==> src/core/rrbu_pkg.sv <==
/*
 * package for the upper run-time register bank: offsets, field positions,
 * reset values and widths shared by the bank and its leaf modules.
 * assumes an 8-bit host data bus with an 8-bit offset inside a 256-location block.
 */
package rrbu_pkg;

	// ----------------------------------------------------------------
	// widths
	// ----------------------------------------------------------------
	localparam int DATA_W = 8;  // host data bus width
	localparam int ADDR_W = 8;  // offset inside the 256-location block

	// ----------------------------------------------------------------
	// register offsets
	// ----------------------------------------------------------------
	localparam logic [7:0] OFS_DRIVE_A = 8'h08;
	localparam logic [7:0] OFS_DRIVE_B = 8'h09;
	localparam logic [7:0] OFS_INCELL_A = 8'h0A;
	localparam logic [7:0] OFS_INCELL_B = 8'h0B;
	localparam logic [7:0] OFS_OESTATE_A = 8'h0C;
	localparam logic [7:0] OFS_OESTATE_B = 8'h0D;
	localparam logic [7:0] OFS_DRIVE_C = 8'h16;
	localparam logic [7:0] OFS_DRIVE_D = 8'h17;
	localparam logic [7:0] OFS_INCELL_C = 8'h18;
	localparam logic [7:0] OFS_OESTATE_C = 8'h1A;
	localparam logic [7:0] OFS_OESTATE_D = 8'h1B;
	localparam logic [7:0] OFS_CELL_LOW = 8'h20;
	localparam logic [7:0] OFS_CELL_HIGH = 8'h21;
	localparam logic [7:0] OFS_MASK_LOW = 8'h22;
	localparam logic [7:0] OFS_MASK_HIGH = 8'h23;
	localparam logic [7:0] OFS_POWER_0 = 8'hB0;
	localparam logic [7:0] OFS_POWER_2 = 8'hB4;
	localparam logic [7:0] OFS_MAIN_PROT = 8'hC0;
	localparam logic [7:0] OFS_SEC_PROT = 8'hC2;
	localparam logic [7:0] OFS_POWER_3 = 8'hC7;
	localparam logic [7:0] OFS_PAGE = 8'hE0;
	localparam logic [7:0] OFS_MEM_MAP = 8'hE2;

	// ----------------------------------------------------------------
	// field positions
	// ----------------------------------------------------------------
	localparam int POWER3_STICKY_BIT = 1;  // set by software, cleared only by reset
	localparam int MAP_PORT_A_PERIPHERAL_IO_ENABLE_BIT = 7;     // port A peripheral i/o enable
	localparam int SECURE_BIT = 0;         // security flag position in C2h

	// ----------------------------------------------------------------
	// reset values
	// ----------------------------------------------------------------
	localparam logic [7:0] RST_DRIVE = 8'h00;    // 0 = cmos push-pull / normal slew
	localparam logic [7:0] RST_CELL = 8'h00;
	localparam logic [7:0] RST_MASK = 8'h00;
	localparam logic [7:0] RST_POWER = 8'h00;
	localparam logic [7:0] RST_PAGE = 8'h00;
	localparam logic [7:0] MAP_NV_FIELDS = 8'h1E;  // bits 4..1 taken from nv setting
	localparam logic [7:0] RST_ZERO = 8'h00;       // unmapped read value

endpackage

==> src/core/rrbu_cell_bank.sv <==
/*
 * one bank of eight output macrocell flip-flops with its mask register.
 * assumes the bank's logic inputs come from the same clock domain.
 */
module rrbu_cell_bank (
	// clock and reset
	input wire logic clk_i,
	input wire logic nrst_i,
	// logic-side load of the flip-flops
	input wire logic [7:0] logic_d_i,
	// host write strobes and data
	input wire logic cell_we_i,
	input wire logic mask_we_i,
	input wire logic [7:0] wdata_i,
	// state
	output logic [7:0] cell_o,
	output logic [7:0] mask_o
);

	// ----------------------------------------------------------------
	// next-state logic
	// ----------------------------------------------------------------
	logic [7:0] cell_reg, cell_next;  // macrocell flip-flops
	logic [7:0] mask_reg, mask_next;  // per-cell host mask

	// masked cells keep following the logic; unmasked cells take the host byte
	always_comb begin
		cell_next = logic_d_i;
		mask_next = mask_reg;
		if (cell_we_i) begin
			cell_next = (wdata_i & ~mask_reg) | (logic_d_i & mask_reg);
		end
		if (mask_we_i) begin
			mask_next = wdata_i;
		end
	end

	// registers only
	always_ff @(posedge clk_i or negedge nrst_i) begin
		if (!nrst_i) begin
			cell_reg <= rrbu_pkg::RST_CELL;
			mask_reg <= rrbu_pkg::RST_MASK;
		end else begin
			cell_reg <= cell_next;
			mask_reg <= mask_next;
		end
	end

	assign cell_o = cell_reg;
	assign mask_o = mask_reg;

	// masked bit of a host write follows the logic, not the written byte
	mask_blocks_write_a: assert property (@(posedge clk_i) disable iff (!nrst_i)
		cell_we_i |=> ((cell_reg & $past(mask_reg)) == ($past(logic_d_i) & $past(mask_reg))))
		else $error("masked macrocell was written by host");

endmodule

==> src/core/rrbu_sync2.sv <==
/*
 * two-flip-flop synchroniser for a vector of pin levels.
 * assumes the inputs are asynchronous levels, not pulses.
 */
module rrbu_sync2 #(
	parameter int WIDTH = 8
) (
	// clock and reset
	input wire logic clk_i,
	input wire logic nrst_i,
	// asynchronous in, synchronous out
	input wire logic [WIDTH-1:0] async_i,
	output logic [WIDTH-1:0] sync_o
);

	// a zero-width vector has nothing to carry
	if (WIDTH < 1) begin : g_width_chk
		$error("synchroniser width must be at least one");
	end

	// ----------------------------------------------------------------
	// two stages; first stage read only by the second
	// ----------------------------------------------------------------
	logic [WIDTH-1:0] meta_reg, meta_next;
	logic [WIDTH-1:0] sync_reg, sync_next;

	// next values
	always_comb begin
		meta_next = async_i;
		sync_next = meta_reg;
	end

	// registers only
	always_ff @(posedge clk_i or negedge nrst_i) begin
		if (!nrst_i) begin
			meta_reg <= '0;
			sync_reg <= '0;
		end else begin
			meta_reg <= meta_next;
			sync_reg <= sync_next;
		end
	end

	assign sync_o = sync_reg;

endmodule

==> src/core/rrbu_bank.sv <==
/*
 * upper run-time register bank: drive select, input macrocell and
 * output-enable status, output macrocell banks and masks, flash protection
 * status, power registers, page and memory-space map, on an 8-bit host bus.
 * assumes a synchronous host bus on clk_i with one-cycle read/write strobes;
 * macrocell logic and nv settings arrive as inputs; pin levels are async.
 */
// Notes on behaviour
// - drive select per port, writable and readable
// - drive select resets to push-pull
// - input macrocell registers read-only, live state
// - output-enable status read-only, 1 means driving
// - low cell bank reads and loads cells
// - high cell bank reads and loads cells
// - mask bit one blocks host access
// - main flash protection read-only nv value
// - security and secondary protection read-only
// - power registers 0 and 2 read-write
// - power 3 bit 1 cleared only by reset
// - memory map reloads nv bits 4..1 on reset, other bits zero
// - port A peripheral enable resets to zero
module rrbu_bank (
	// clock and reset
	input wire logic clk_i,
	input wire logic nrst_i,
	// host register bus
	input wire logic [7:0] addr_i,
	input wire logic [7:0] wdata_i,
	input wire logic wr_i,
	input wire logic rd_i,
	output logic [7:0] rdata_o,
	// input macrocell pin levels (asynchronous)
	input wire logic [7:0] input_macrocell_a_i,
	input wire logic [7:0] input_macrocell_b_i,
	input wire logic [7:0] input_macrocell_c_i,
	// driver enable states per port (asynchronous)
	input wire logic [7:0] drv_en_a_i,
	input wire logic [7:0] drv_en_b_i,
	input wire logic [7:0] drv_en_c_i,
	input wire logic [7:0] drv_en_d_i,
	// output macrocell logic next values
	input wire logic [7:0] output_macrocell_low_d_i,
	input wire logic [7:0] output_macrocell_high_d_i,
	// non-volatile settings
	input wire logic [7:0] nv_main_protect_i,
	input wire logic [7:0] nv_second_protect_i,
	input wire logic nv_secure_i,
	input wire logic [7:0] nv_mem_map_i,
	// configuration outputs
	output logic [7:0] drive_a_o,
	output logic [7:0] drive_b_o,
	output logic [7:0] drive_c_o,
	output logic [7:0] drive_d_o,
	output logic [7:0] output_macrocell_low_o,
	output logic [7:0] output_macrocell_high_o,
	output logic [7:0] power_ctrl_0_o,
	output logic [7:0] power_ctrl_2_o,
	output logic [7:0] power_ctrl_3_o,
	output logic [7:0] page_o,
	output logic [7:0] memory_space_map_o,
	output logic port_a_peripheral_io_enable_o
);

	// ----------------------------------------------------------------
	// synchronised status inputs
	// ----------------------------------------------------------------
	logic [7:0] incell_a, incell_b, incell_c;  // input macrocell state
	logic [7:0] oe_a, oe_b, oe_c, oe_d;        // driver enable state

	// one synchroniser for all seven status bytes keeps them coherent per edge
	rrbu_sync2 #(
		.WIDTH(56)
	) u_sync (
		.clk_i(clk_i),
		.nrst_i(nrst_i),
		.async_i({input_macrocell_a_i, input_macrocell_b_i, input_macrocell_c_i,
			drv_en_a_i, drv_en_b_i, drv_en_c_i, drv_en_d_i}),
		.sync_o({incell_a, incell_b, incell_c, oe_a, oe_b, oe_c, oe_d})
	);

	// ----------------------------------------------------------------
	// write decode
	// ----------------------------------------------------------------
	// host write hitting one offset
	function automatic logic hit(input logic [7:0] a, input logic [7:0] ofs, input logic s);
		hit = s && (a == ofs);
	endfunction

	// ----------------------------------------------------------------
	// output macrocell banks
	// ----------------------------------------------------------------
	logic [7:0] cell_low, cell_high;  // cell flip-flop state
	logic [7:0] mask_low, mask_high;  // host masks

	// low bank
	rrbu_cell_bank u_low (
		.clk_i(clk_i),
		.nrst_i(nrst_i),
		.logic_d_i(output_macrocell_low_d_i),
		.cell_we_i(hit(addr_i, rrbu_pkg::OFS_CELL_LOW, wr_i)),
		.mask_we_i(hit(addr_i, rrbu_pkg::OFS_MASK_LOW, wr_i)),
		.wdata_i(wdata_i),
		.cell_o(cell_low),
		.mask_o(mask_low)
	);

	// high bank
	rrbu_cell_bank u_high (
		.clk_i(clk_i),
		.nrst_i(nrst_i),
		.logic_d_i(output_macrocell_high_d_i),
		.cell_we_i(hit(addr_i, rrbu_pkg::OFS_CELL_HIGH, wr_i)),
		.mask_we_i(hit(addr_i, rrbu_pkg::OFS_MASK_HIGH, wr_i)),
		.wdata_i(wdata_i),
		.cell_o(cell_high),
		.mask_o(mask_high)
	);

	// ----------------------------------------------------------------
	// writable registers
	// ----------------------------------------------------------------
	logic [7:0] drive_a_reg, drive_a_next;  // port drive selects
	logic [7:0] drive_b_reg, drive_b_next;
	logic [7:0] drive_c_reg, drive_c_next;
	logic [7:0] drive_d_reg, drive_d_next;
	logic [7:0] pwr0_reg, pwr0_next;        // power registers
	logic [7:0] pwr2_reg, pwr2_next;
	logic [7:0] pwr3_reg, pwr3_next;
	logic [7:0] page_reg, page_next;        // memory page
	logic [7:0] map_reg, map_next;          // memory-space map
	logic map_load_reg, map_load_next;      // first cycle after reset release
	logic [7:0] rdata_reg, rdata_next;      // read data holding flop
	logic [7:0] cell_low_reg, cell_high_reg;  // output copies of the cells
	logic pio_reg;                            // port A peripheral enable copy

	// next values; read-only offsets have no write term at all
	always_comb begin
		drive_a_next = drive_a_reg;
		drive_b_next = drive_b_reg;
		drive_c_next = drive_c_reg;
		drive_d_next = drive_d_reg;
		pwr0_next = pwr0_reg;
		pwr2_next = pwr2_reg;
		pwr3_next = pwr3_reg;
		page_next = page_reg;
		map_next = map_reg;
		map_load_next = 1'b0;
		if (hit(addr_i, rrbu_pkg::OFS_DRIVE_A, wr_i)) begin
			drive_a_next = wdata_i;
		end
		if (hit(addr_i, rrbu_pkg::OFS_DRIVE_B, wr_i)) begin
			drive_b_next = wdata_i;
		end
		if (hit(addr_i, rrbu_pkg::OFS_DRIVE_C, wr_i)) begin
			drive_c_next = wdata_i;
		end
		if (hit(addr_i, rrbu_pkg::OFS_DRIVE_D, wr_i)) begin
			drive_d_next = wdata_i;
		end
		if (hit(addr_i, rrbu_pkg::OFS_POWER_0, wr_i)) begin
			pwr0_next = wdata_i;
		end
		if (hit(addr_i, rrbu_pkg::OFS_POWER_2, wr_i)) begin
			pwr2_next = wdata_i;
		end
		if (hit(addr_i, rrbu_pkg::OFS_POWER_3, wr_i)) begin
			// sticky bit: software may set it, never clear it
			pwr3_next = wdata_i;
			pwr3_next[rrbu_pkg::POWER3_STICKY_BIT] = wdata_i[rrbu_pkg::POWER3_STICKY_BIT]
				| pwr3_reg[rrbu_pkg::POWER3_STICKY_BIT];
		end
		if (hit(addr_i, rrbu_pkg::OFS_PAGE, wr_i)) begin
			page_next = wdata_i;
		end
		if (map_load_reg) begin
			// nv bits loaded after reset; the strap is sampled by a clocked flop
			map_next = nv_mem_map_i & rrbu_pkg::MAP_NV_FIELDS;
		end
		if (hit(addr_i, rrbu_pkg::OFS_MEM_MAP, wr_i)) begin
			map_next = wdata_i;
		end
	end

	// read mux; unmapped and write-only-free offsets read as zero
	always_comb begin
		rdata_next = rdata_reg;
		if (rd_i) begin
			unique case (addr_i)
				rrbu_pkg::OFS_DRIVE_A: rdata_next = drive_a_reg;
				rrbu_pkg::OFS_DRIVE_B: rdata_next = drive_b_reg;
				rrbu_pkg::OFS_DRIVE_C: rdata_next = drive_c_reg;
				rrbu_pkg::OFS_DRIVE_D: rdata_next = drive_d_reg;
				rrbu_pkg::OFS_INCELL_A: rdata_next = incell_a;
				rrbu_pkg::OFS_INCELL_B: rdata_next = incell_b;
				rrbu_pkg::OFS_INCELL_C: rdata_next = incell_c;
				rrbu_pkg::OFS_OESTATE_A: rdata_next = oe_a;
				rrbu_pkg::OFS_OESTATE_B: rdata_next = oe_b;
				rrbu_pkg::OFS_OESTATE_C: rdata_next = oe_c;
				rrbu_pkg::OFS_OESTATE_D: rdata_next = oe_d;
				// masked cells read back as zero
				rrbu_pkg::OFS_CELL_LOW: rdata_next = cell_low & ~mask_low;
				rrbu_pkg::OFS_CELL_HIGH: rdata_next = cell_high & ~mask_high;
				rrbu_pkg::OFS_MASK_LOW: rdata_next = mask_low;
				rrbu_pkg::OFS_MASK_HIGH: rdata_next = mask_high;
				rrbu_pkg::OFS_POWER_0: rdata_next = pwr0_reg;
				rrbu_pkg::OFS_POWER_2: rdata_next = pwr2_reg;
				rrbu_pkg::OFS_POWER_3: rdata_next = pwr3_reg;
				rrbu_pkg::OFS_MAIN_PROT: rdata_next = nv_main_protect_i;
				rrbu_pkg::OFS_SEC_PROT: begin
					rdata_next = nv_second_protect_i;
					rdata_next[rrbu_pkg::SECURE_BIT] = nv_secure_i;
				end
				rrbu_pkg::OFS_PAGE: rdata_next = page_reg;
				rrbu_pkg::OFS_MEM_MAP: rdata_next = map_reg;
				default: rdata_next = rrbu_pkg::RST_ZERO;
			endcase
		end
	end

	// registers only; reset values push-pull drive and zero enable bit
	always_ff @(posedge clk_i or negedge nrst_i) begin
		if (!nrst_i) begin
			drive_a_reg <= rrbu_pkg::RST_DRIVE;
			drive_b_reg <= rrbu_pkg::RST_DRIVE;
			drive_c_reg <= rrbu_pkg::RST_DRIVE;
			drive_d_reg <= rrbu_pkg::RST_DRIVE;
			pwr0_reg <= rrbu_pkg::RST_POWER;
			pwr2_reg <= rrbu_pkg::RST_POWER;
			pwr3_reg <= rrbu_pkg::RST_POWER;
			page_reg <= rrbu_pkg::RST_PAGE;
			map_reg <= rrbu_pkg::RST_ZERO;
			map_load_reg <= 1'b1;
			rdata_reg <= rrbu_pkg::RST_ZERO;
			cell_low_reg <= rrbu_pkg::RST_CELL;
			cell_high_reg <= rrbu_pkg::RST_CELL;
			pio_reg <= 1'b0;
		end else begin
			drive_a_reg <= drive_a_next;
			drive_b_reg <= drive_b_next;
			drive_c_reg <= drive_c_next;
			drive_d_reg <= drive_d_next;
			pwr0_reg <= pwr0_next;
			pwr2_reg <= pwr2_next;
			pwr3_reg <= pwr3_next;
			page_reg <= page_next;
			map_reg <= map_next;
			map_load_reg <= map_load_next;
			rdata_reg <= rdata_next;
			cell_low_reg <= cell_low;
			cell_high_reg <= cell_high;
			pio_reg <= map_next[rrbu_pkg::MAP_PORT_A_PERIPHERAL_IO_ENABLE_BIT];
		end
	end

	// ----------------------------------------------------------------
	// outputs, all straight from flops
	// ----------------------------------------------------------------
	assign rdata_o = rdata_reg;
	assign drive_a_o = drive_a_reg;
	assign drive_b_o = drive_b_reg;
	assign drive_c_o = drive_c_reg;
	assign drive_d_o = drive_d_reg;
	assign output_macrocell_low_o = cell_low_reg;  // one cycle behind the cell flops
	assign output_macrocell_high_o = cell_high_reg;
	assign power_ctrl_0_o = pwr0_reg;
	assign power_ctrl_2_o = pwr2_reg;
	assign power_ctrl_3_o = pwr3_reg;
	assign page_o = page_reg;
	assign memory_space_map_o = map_reg;
	assign port_a_peripheral_io_enable_o = pio_reg;

	// ----------------------------------------------------------------
	// checks
	// ----------------------------------------------------------------
	drive_write_read_a: assert property (@(posedge clk_i) disable iff (!nrst_i)
		(wr_i && addr_i == rrbu_pkg::OFS_DRIVE_A) |=> (drive_a_o == $past(wdata_i)))
		else $error("drive select did not take write");

	drive_reset_pp_a: assert property (@(posedge clk_i)
		$rose(nrst_i) |->
		(drive_a_o == rrbu_pkg::RST_DRIVE && drive_d_o == rrbu_pkg::RST_DRIVE))
		else $error("drive select not push-pull after reset");

	incell_readback_a: assert property (@(posedge clk_i) disable iff (!nrst_i)
		(rd_i && addr_i == rrbu_pkg::OFS_INCELL_A) |=> (rdata_o == $past(incell_a)))
		else $error("input macrocell read wrong");

	oe_readback_a: assert property (@(posedge clk_i) disable iff (!nrst_i)
		(rd_i && addr_i == rrbu_pkg::OFS_OESTATE_D) |=> (rdata_o == $past(oe_d)))
		else $error("output enable state read wrong");

	cell_low_read_a: assert property (@(posedge clk_i) disable iff (!nrst_i)
		(rd_i && addr_i == rrbu_pkg::OFS_CELL_LOW) |=>
		(rdata_o == ($past(cell_low) & ~$past(mask_low))))
		else $error("low cell bank read wrong");

	cell_high_write_a: assert property (@(posedge clk_i) disable iff (!nrst_i)
		(wr_i && addr_i == rrbu_pkg::OFS_CELL_HIGH && mask_high == 8'h00) |=>
		(cell_high == $past(wdata_i)) ##1 (output_macrocell_high_o == $past(wdata_i, 2)))
		else $error("high cell bank not loaded");

	prot_readonly_a: assert property (@(posedge clk_i) disable iff (!nrst_i)
		(rd_i && addr_i == rrbu_pkg::OFS_MAIN_PROT) |=> (rdata_o == $past(nv_main_protect_i)))
		else $error("main protection read wrong");

	power_rw_a: assert property (@(posedge clk_i) disable iff (!nrst_i)
		(wr_i && addr_i == rrbu_pkg::OFS_POWER_2) |=> (power_ctrl_2_o == $past(wdata_i)))
		else $error("power register 2 not written");

	sticky_bit_a: assert property (@(posedge clk_i) disable iff (!nrst_i)
		power_ctrl_3_o[rrbu_pkg::POWER3_STICKY_BIT] |=>
		power_ctrl_3_o[rrbu_pkg::POWER3_STICKY_BIT])
		else $error("power 3 bit 1 cleared without reset");

	map_write_a: assert property (@(posedge clk_i) disable iff (!nrst_i)
		(wr_i && addr_i == rrbu_pkg::OFS_MEM_MAP) |=> (memory_space_map_o == $past(wdata_i)))
		else $error("memory map write lost");

	pio_reset_zero_a: assert property (@(posedge clk_i)
		($rose(nrst_i) && !(wr_i && addr_i == rrbu_pkg::OFS_MEM_MAP)) |->
		!port_a_peripheral_io_enable_o ##1 !port_a_peripheral_io_enable_o)
		else $error("peripheral enable set after reset");

	readonly_ignored_a: assert property (@(posedge clk_i) disable iff (!nrst_i)
		(wr_i && addr_i == rrbu_pkg::OFS_SEC_PROT && !map_load_reg) |=>
		($stable(drive_a_o) && $stable(map_reg)))
		else $error("read-only write changed state");

endmodule

==> config.mk <==
export PLATFORM = sky130hd
export DESIGN_NAME = rrbu_bank
export DESIGN_NICKNAME = d
export VERILOG_FILES = /design/src/core/rrbu_pkg.sv /design/src/core/rrbu_cell_bank.sv /design/src/core/rrbu_sync2.sv /design/src/core/rrbu_bank.sv
export SDC_FILE = /design/constraint.sdc
export NUM_CORES = 1
export LEC_CHECK = 0
export BUFFER_PORTS_ARGS = -buffer_cell sky130_fd_sc_hd__buf_2
export CAP_MARGIN = 40
export CORE_MARGIN = 1
export CORE_UTILIZATION = 36
export CTS_CLUSTER_SIZE = 28
export DETAILED_ROUTE_END_ITERATION = 7
export PLACE_DENSITY_LB_ADDON = 0.08
export SETUP_SLACK_MARGIN = 0.2
export SLEW_MARGIN = 40
export SYNTH_ARGS = -nofsm -noshare
export SYNTH_HDL_FRONTEND = slang
export SYNTH_SLANG_ARGS = --single-unit
==> constraint.sdc <==
create_clock -name clk_i -period 1.6 [get_ports clk_i]
set_input_delay 0.32 -clock clk_i [delete_from_list [all_inputs] [get_ports clk_i]]
set_output_delay 0.32 -clock clk_i [all_outputs]
set_load 0.02 [all_outputs]
==> impl_metrics.csv, run 1 <==
group,metric,value,unit
setup_path,arrival,2.22,ns
run,maxCapViolCount,0,
sta,layout_setup_ws,-0.208,ns
sta,hold_viol,0,
setup_path,cp-startpoint,"drive_a_o[0]",
die,fp-row-count,58,
setup_path,cp-start-kind,"register",
place,hpwl,24300,microns
logic_synthesis,ys_async_sr_fraction,100,%
setup_path,path_max_fanout,2,
clock_network,clk_pin_slew,0.07,ns
place,globalplace.congestion,0.889,
global_routing,grt_pass1_vias,8105,
power_and_ir_drop,peakVddDrop,0.790,mV
place,dp.cells,1385,
finish,nets,1336,
logic_synthesis,yosys.area_share.simple,11.6,%
logic_synthesis,yosysSeqAreaShare,63.7,%
global_routing,grt_antenna_before_repair,0,
finish,antennaDiodeCount,0,
logic_synthesis,syn_inst,753,
setup_path,cp.required,2.01,ns
clock_network,cts_tree,"built",
run_status,status,"complete, but fails checks",
logic_synthesis,ys.flop_type,"dfrtp_1",
die,die_h,164,microns
sta,rsz0062_at_grt,"yes",
route,via_count,8128,
global_routing,grt_pass1_wl,49900,microns
setup_path,end_kind,"register",
setup_path,crit_family,"compound AO/OA/AOI/OAI gates",
setup_path,reg2reg_to,"rdata_o[0]",
die,num_io_pins,214,
sta,finClkSkew,0.0183,ns
sta,slew_headroom,66.4,%
place,io_buffers,208,
die,die_width,164,microns
logic_synthesis,synth_compound_area_share,11.4,%
logic_synthesis,yosys_warnings,0,
global_routing,met3_usage,3.31,%
finish,syn_to_final_growth,64.0,%
hold_path,hold_class,"in2reg",
logic_synthesis,synth_cell_types,61,
die,fp.coreArea,0.0255,sq mm
setup_path,r2r-start,"drive_a_o[0]",
global_routing,grt_use_met1,35.4,%
clock_network,cts_sinks,241,
sta,tightestPinTransition,0.502,ns
route,drc,0,
finish,drive_above_1_share,51.9,%
finish,fin_cells,1569,
setup_path,ff2ff_setup_slack,-0.21,ns
clock_network,root_buffer,"clkbuf_16",
route,drt-total-wl,34000,microns
setup_path,crit_buf_inv,1,
logic_synthesis,synth_nets,870,
logic_synthesis,synth_xor_area_share,0,%
clock_network,h-tree-depth,1,
hold_path,min_to,"u_high.cell_o[5]",
global_routing,busiest_layer,"met2",
sta,setup_viol,4,
setup_path,slowest_delay,0.51,ns
setup_path,critPathKind,"reg2reg",
hold_path,hold_path_depth,3,
die,dieArea,0.0269,sq mm
power_and_ir_drop,p_leak,7.23,nW
global_routing,grt_util_met2,41.4,%
run_status,violations,"negative setup slack",
logic_synthesis,synth_top_area_share,63.5,%
clock_network,clkLatencyLatePin,0.55,ns
route,dr.pass1.iters,6,
power_and_ir_drop,powerDensity,949,mW/mm^2
route,final_antenna_net_count,0,
finish,multi_input_area,0.00387,sq mm
logic_synthesis,synthAdderAreaFrac,0,%
global_routing,grt_use_total,25.3,%
sta,fmax,553,MHz
clock_network,numCtsBuffers,26,
logic_synthesis,synth.avg_cell_area,12.6,sq um
sta,maxSlewViolCount,0,
route,routedWlPerCell,21.7,microns
route,first_iter_violations,502,
sta,finalCritPeriodShare,113,%
setup_path,crit_chain,"mux4_2 -> a32o_2 -> a311oi_2 -> buf_4 -> a311oi_1",
logic_synthesis,synth_area_leaders,"dfrtp_1 63%, mux2_2 6.9%, o21ai_0 3.1%",
logic_synthesis,synth-seq-cells,241,
global_routing,grt_overflow,0,
logic_synthesis,synth-edff-count,0,
power_and_ir_drop,power,0.0147,W
setup_path,cpMaxStageDelayCell,"mux4_2",
sta,layout_min_cycle_time,1.81,ns
logic_synthesis,synth_area,0.00946,sq mm
hold_path,hp-start,"output_macrocell_high_d_i[5]",
logic_synthesis,synth_top_area_cell,"dfrtp_1",
setup_path,crit_cells,5,
clock_network,cts_buffer_depth,3,
route,via_per_inst,5.18,
die,start_util,37.2,%
setup_path,rr_worst_depth,5,
finish,nFillCells,2042,
finish,regArea,0.00603,sq mm
logic_synthesis,synth_top_family_by_area,"simple AND/OR/NAND/NOR gates",
logic_synthesis,synthMuxAreaShare,10.2,%
global_routing,grt_max_degree,48,
## what timing repair did
item                       in CTS  in global routing
pin swaps                      33                 22
buffers inserted               49                 21
hold endpoints to repair       99                  0
hold buffers                   63                  0
setup endpoints to repair     102                142
gates resized for setup       228                 87
cloned                          2                  1
## layout by cell type, fill, tap and decap left out, types with 18 or more instances in the layout
cell type / count
mux2_2: 42
buf_4: 161
o21ai_0: 25
o21ai_1: 27
clkbuf_16: 27
dlygate4sd3_1: 63
buf_2: 120
nand2_1: 50
dfrtp_1: 239
mux2_4: 18
buf_6: 127
## power by group
group,internal (W),total (W),switching (W)
Clock,0.00362,0.00616,0.00254
Sequential,0.00640,0.00661,0.000204
Combinational,0.000992,0.00196,0.000970
## how the worst max path moves through the flow
stage | end | slack, ns
after global routing | rdata_o[0] | -0.25
final | rdata_o[0] | -0.21
after global placement | rdata_o[0] | -0.63
after detailed placement | rdata_o[6] | -0.70
after CTS | rdata_o[0] | -0.22
after floorplan | drive_a_o[3] | -0.27
## layout make-up
cell class / count / share of cell area (%)
timing repair buffer: 492 / 27.5
clock inverter: 17 / 1.19
sequential: 241 / 38.9
multi-input combinational: 444 / 24.9
tap: 330 / 2.66
clock buffer: 31 / 4.51
inverter: 14 / 0.339
## Yosys cell counts (all sizes together) (6+ instances only)
library cell	n
a211oi	6
dfrtp	240
inv	14
nor3b	11
and2	6
nor2b	10
mux2i	17
mux2	60
nor3	8
a221oi	6
nand3	25
a311oi	7
nor4	6
buf	21
a32o	9
nand4	10
clkbuf	35
and3	10
a22oi	9
nor2	28
nand2	61
o21ai	59
o31ai	11
a21oi	15
## metrics by stage
stage | util, % | instance area (sq um) | setup TNS [ns] | worst slack (ns) | hold slack [ns]
3_3_place_gp | 48.4 | 12300 | -31.15 | -0.629 | 0.283
5_1_grt | 60.9 | 15500 | -0.614 | -0.255 | 0.0155
3_5_place_dp | 48.4 | 12300 | -32.67 | -0.699 | 0.281
4_1_cts | 59.0 | 15000 | -0.369 | -0.219 | 0.00149
6_report | 60.9 | 15500 | -0.452 | -0.208 | 0.00787
2_1_floorplan | - | 10000 | -2.63 | -0.271 | 0.0244
## layer usage
metal / up-vias / part of all wire (%)
met1: 4023 / 44
li1: 3711 / -
met4: 0 / 2.9
met5: - / 0
met3: 66 / 5.4
met2: 328 / 47
## worst register-to-register path, cell delays in order, from the launching register on
cell and delay (ns):
dfrtp_1 0.40, mux4_2 0.51, a32o_2 0.29, a311oi_2 0.20
buf_4 0.18, a311oi_1 0.08
## logic make-up after synthesis
group,Yosys count
DFF,241
and+or+nand+nor,199
AOI/OAI and AO/OA,160
muxes,82
buffers and inverters,70
other,1
(Power assumes the default switching activity.)
==> inputs of run 2 (changes only) <==
PLACE_DENSITY = 0.68   (was unset)
PLACE_DENSITY_LB_ADDON = unset   (was 0.08)
==> impl_metrics.csv, run 2 (same netlist as run 1, synthesis figures left out) <==
group,metric,value,unit
run_status,status,"complete, but fails checks",
run_status,violations,"negative setup slack",
global_routing,grt_antenna_before_repair,0,
die,fp-row-count,58,
global_routing,grt_max_degree,49,
sta,layout_min_cycle_time,1.76,ns
route,final_antenna_net_count,0,
finish,multi_input_area,0.00380,sq mm
power_and_ir_drop,peakVddDrop,0.841,mV
setup_path,rr_worst_depth,5,
finish,nets,1316,
sta,hold_viol,0,
route,via_count,8121,
finish,antennaDiodeCount,0,
sta,fmax,567,MHz
die,dieArea,0.0269,sq mm
global_routing,grt_pass1_wl,48600,microns
finish,nFillCells,1989,
finish,stdcell_area,0.0153,sq mm
finish,drive_above_1_share,50.3,%
place,io_buffers,208,
sta,maxSlewViolCount,0,
route,via_per_inst,5.25,
sta,whs,0.0129,ns
hold_path,hold_path_depth,3,
route,dr.pass1.iters,6,
clock_network,numCtsBuffers,25,
setup_path,slowest_delay,0.48,ns
finish,fin_cells,1546,
place,dp.cells,1381,
finish,mostFrequentLayoutCell,"dfrtp_1",
setup_path,path_max_fanout,2,
route,drt-total-wl,32800,microns
power_and_ir_drop,power,0.0147,W
clock_network,cts_tree,"built",
die,num_io_pins,214,
setup_path,end_kind,"register",
place,place_ws,-0.620,ns
global_routing,grt_use_total,24.3,%
sta,rsz0062_at_grt,"yes",
sta,slew_headroom,66.6,%
run,maxCapViolCount,0,
setup_path,cp.required,1.99,ns
route,first_iter_violations,634,
sta,finClkSkew,0.0130,ns
setup_path,critical_path.most_common_cell,"a311oi_1",
clock_network,clkLatencyLatePin,0.53,ns
sta,tightestPinTransition,0.495,ns
global_routing,grt_pass1_vias,8264,
clock_network,clk_pin_slew,0.06,ns
place,hpwl,23000,microns
setup_path,crit_chain,"mux4_2 -> a32o_1 -> a311oi_1 -> buf_4 -> a311oi_1",
route,routedWlPerCell,21.2,microns
finish,regArea,0.00603,sq mm
route,drc,0,
power_and_ir_drop,p_leak,7.09,nW
place,place_area,0.0123,sq mm
setup_path,critPathKind,"reg2reg",
setup_path,cp-start-kind,"register",
finish,syn_to_final_growth,61.4,%
die,fp.coreArea,0.0255,sq mm
sta,layout_setup_ws,-0.163,ns
setup_path,ff2ff_setup_slack,-0.16,ns
hold_path,hold_class,"in2reg",
power_and_ir_drop,powerDensity,965,mW/mm^2
place,globalplace.congestion,0.892,
clock_network,cts_buffer_depth,3,
die,die_width,164,microns
clock_network,cts_sinks,241,
global_routing,grt_overflow,0,
clock_network,h-tree-depth,1,
setup_path,cpMaxStageDelayCell,"mux4_2",
die,start_util,37.2,%
clock_network,root_buffer,"clkbuf_16",
setup_path,arrival,2.15,ns
sta,setup_viol,3,
die,die_h,164,microns
finish,mostFrequentLayoutCells,"240 x dfrtp_1, 163 x buf_4, 119 x buf_2",
sta,finalCritPeriodShare,110,%
run 2: cell count changes in the layout (fill, tap and decap cells not counted), moves of 3 or more:
| cell | change |
|---|---|
| dlygate4sd3_1 | -5 |
| clkinv_2 | -6 |
| mux2_2 | -8 |
| nand2_1 | +3 |
| mux2_4 | +8 |
| nand2_2 | -4 |
| buf_6 | -16 |
run 2: final cells by class:
class                      instances  area share, %
sequential                       241           39.5
timing repair buffer             475           26.8
multi-input combinational        442           24.9
clock buffer                      31           4.57
tap                              330           2.70
clock inverter                    13           1.21
inverter                          14          0.344
run 2: through the flow:
stage | utilization [%] | setup TNS [ns]
floorplan | - | -2.63
global placement | 48.2 | -34.53
detailed placement | 48.2 | -36.73
CTS | 58.5 | -0.339
global route | 60.0 | -0.560
finish | 60.0 | -0.352
run 2: repair_timing:
action,CTS,global route
setup buffers,48,15
setup endpoints to repair,132,128
gates cloned,0,0
pin swaps,35,10
hold endpoints to repair,92,0
resized for setup,231,63
hold buffers,58,0
run 2: report_power, final:
part           internal, W  switching [W]
Combinational     0.000978       0.000966
Clock              0.00375        0.00245
Sequential         0.00640       0.000194
Total               0.0111        0.00361
run 2: path summary, 6_finish.rpt:
kind,startpoint,to
max,drive_a_o[7],rdata_o[7]
min,output_macrocell_low_d_i[0],u_low.cell_o[0]
max reg2reg,drive_a_o[7],rdata_o[7]
min reg2reg,u_sync.meta_reg[53],u_sync.sync_o[53]
max in group asynchronous,nrst_i,u_sync.sync_o[14]
min in group asynchronous,nrst_i,output_macrocell_low_o[7]
run 2: critical path: cells and delay by family (launching register included):
family	cells	cell delay (ns)
flip-flops	1	0.38
multiplexers	1	0.48
AO/OA/AOI/OAI	3	0.58
buffers and inverters	1	0.18
run 2: per-layer routing:
metal,vias up,global-route usage [%],wire [microns]
li1,3655,-,-
met5,-,0,0
met2,344,38.7,15300
met1,4045,32.2,13900
met3,77,5.73,2500
met4,0,8.96,1100
==> inputs of run 3 (changes only) <==
CORE_MARGIN = unset   (was 1)
GPL_TIMING_DRIVEN = 0   (was unset)
==> impl_metrics.csv, run 3 (same netlist as run 1, synthesis figures left out) <==
group,metric,value,unit
setup_path,arrival,2.15,ns
setup_path,ff2ff_setup_slack,-0.17,ns
die,fp.coreArea,0.0255,sq mm
power_and_ir_drop,peakVddDrop,0.684,mV
clock_network,h-tree-depth,1,
run_status,status,"complete, but fails checks",
power_and_ir_drop,powerDensity,988,mW/mm^2
clock_network,root_buffer,"clkbuf_16",
finish,regArea,0.00603,sq mm
finish,mostFrequentLayoutCells,"239 x dfrtp_1, 118 x buf_2, 104 x buf_6",
clock_network,cts_buffer_depth,3,
sta,fmax,567,MHz
global_routing,grt_pass1_vias,7880,
setup_path,critPathKind,"reg2reg",
clock_network,cts_sinks,241,
finish,multi_input_area,0.00394,sq mm
sta,setup_viol,4,
place,io_buffers,205,
setup_path,crit_chain,"mux4_2 -> a32o_2 -> a311oi_4 -> a311oi_1",
finish,nets,1258,
sta,finClkSkew,0.0168,ns
clock_network,clk_pin_slew,0.06,ns
sta,layout_min_cycle_time,1.77,ns
setup_path,slowest_delay,0.48,ns
global_routing,grt_max_degree,73,
run_status,violations,"negative setup slack",
setup_path,cp-start-kind,"register",
route,via_count,8007,
route,dr.pass1.iters,5,
die,die_width,164,microns
sta,hold_viol,0,
setup_path,cp.required,1.99,ns
die,start_util,37.2,%
global_routing,grt_antenna_before_repair,2,
setup_path,rr_worst_depth,4,
setup_path,cpMaxStageDelayCell,"mux4_2",
sta,whs,0.0228,ns
place,globalplace.congestion,0.899,
global_routing,grt_overflow,0,
route,routedWlPerCell,23.2,microns
hold_path,hold_class,"in2reg",
die,dieArea,0.0269,sq mm
route,drc,0,
power_and_ir_drop,p_leak,6.94,nW
sta,slew_headroom,45.0,%
setup_path,path_max_fanout,2,
finish,syn_to_final_growth,60.6,%
setup_path,r2r-start,"drive_b_o[0]",
route,drt-total-wl,34500,microns
clock_network,numCtsBuffers,26,
sta,tightestPinTransition,0.825,ns
sta,maxSlewViolCount,0,
sta,finalCritPeriodShare,110,%
finish,antennaDiodeCount,0,
global_routing,grt_use_total,25.3,%
global_routing,grt_pass1_wl,49200,microns
sta,rsz0062_at_grt,"yes",
power_and_ir_drop,power,0.0150,W
die,fp-row-count,58,
sta,layout_setup_ws,-0.165,ns
clock_network,clkLatencyLatePin,0.53,ns
route,via_per_inst,5.37,
hold_path,hp-start,"output_macrocell_high_d_i[0]",
run,maxCapViolCount,0,
route,first_iter_violations,641,
setup_path,reg2reg_to,"rdata_o[0]",
die,num_io_pins,214,
route,final_antenna_net_count,0,
hold_path,hold_path_depth,3,
finish,mostFrequentLayoutCell,"dfrtp_1",
setup_path,end_kind,"register",
die,die_h,164,microns
hold_path,min_to,"u_high.cell_o[0]",
place,hpwl,23500,microns
clock_network,cts_tree,"built",
finish,nFillCells,2047,
finish,drive_above_1_share,49.0,%
-- run 3: changes by cell type in the layout (fill, tap and decap cells not counted), moves of 8 or more --
| cell | previous run | this run |
|---|---|---|
| buf_8 | 4 | 12 |
| buf_12 | 19 | 9 |
| clkbuf_8 | 5 | 14 |
| mux2_4 | 26 | 13 |
| clkbuf_1 | 1 | 11 |
| clkbuf_16 | 25 | 33 |
| buf_4 | 163 | 71 |
| mux2_2 | 34 | 47 |
-- run 3: metal layers --
layer,vias up,wire length (microns),global-route usage (%)
li1,3549,-,-
met1,3962,13800,32.7
met2,398,15900,39.2
met3,94,3320,7.70
met4,4,1420,10.9
met5,-,25,0
-- run 3: timing repair --
| action | 4_1_cts | 5_1_grt |
|---|---|---|
| buffers inserted | 60 | 28 |
| resized for setup | 224 | 103 |
| hold buffers | 58 | 0 |
| pin swaps | 29 | 32 |
| cloned | 3 | 3 |
| endpoints found under the hold margin | 126 | 0 |
| endpoints found under the setup margin | 122 | 170 |
-- run 3: how the worst max path moves through the flow --
stage	slack, ns	cells past startpoint	to	from
2_1_floorplan	-0.27	5	drive_a_o[3]	addr_i[4]
3_3_place_gp	-3.94	1	u_sync.meta_reg[15]	nrst_i
3_5_place_dp	-1.02	8	rdata_o[5]	addr_i[2]
4_1_cts	-0.19	4	rdata_o[0]	drive_b_o[0]
5_1_grt	-0.17	4	rdata_o[7]	drive_a_o[7]
6_report	-0.17	4	rdata_o[0]	drive_b_o[0]
-- run 3: report_power, final --
part / internal (W) / total [W] / switching [W] / leakage, nW
Combinational: 0.000899 / 0.00189 / 0.000991 / 3.48
Sequential: 0.00640 / 0.00660 / 0.000193 / 3.00
Clock: 0.00404 / 0.00653 / 0.00250 / 0.463
Total: 0.0113 / 0.0150 / 0.00368 / 6.94
-- run 3: through the flow --
stage | cell area [sq um] | setup TNS, ns | util (%) | setup slack [ns] | cells
after floorplan | 10000 | -2.63 | - | -0.271 | 753
after global placement | 11500 | -981.61 | 45.0 | -3.94 | 1288
after detailed placement | 11600 | -41.59 | 45.5 | -1.02 | 1292
after CTS | 14500 | -0.422 | 56.8 | -0.194 | 1461
after global routing | 15200 | -0.514 | 59.7 | -0.166 | 1491
final | 15200 | -0.430 | 59.7 | -0.165 | 1491
-- run 3: worst max-delay path: cells and delay by family, from the launching register on --
kind,cells,cell delay (ns)
mux,1,0.48
compound gates,3,0.74
flops,1,0.41
-- run 3: area by class of cell --
| class | instances | area share, % |
|---|---|---|
| Sequential cell | 241 | 39.7 |
| Inverter | 14 | 0.346 |
| Buffer | 55 | 4.06 |
| Timing Repair Buffer | 361 | 21.0 |
| Tap cell | 330 | 2.72 |
| Clock buffer | 31 | 4.74 |
| Multi-Input combinational cell | 442 | 25.9 |
| Clock inverter | 17 | 1.53 |
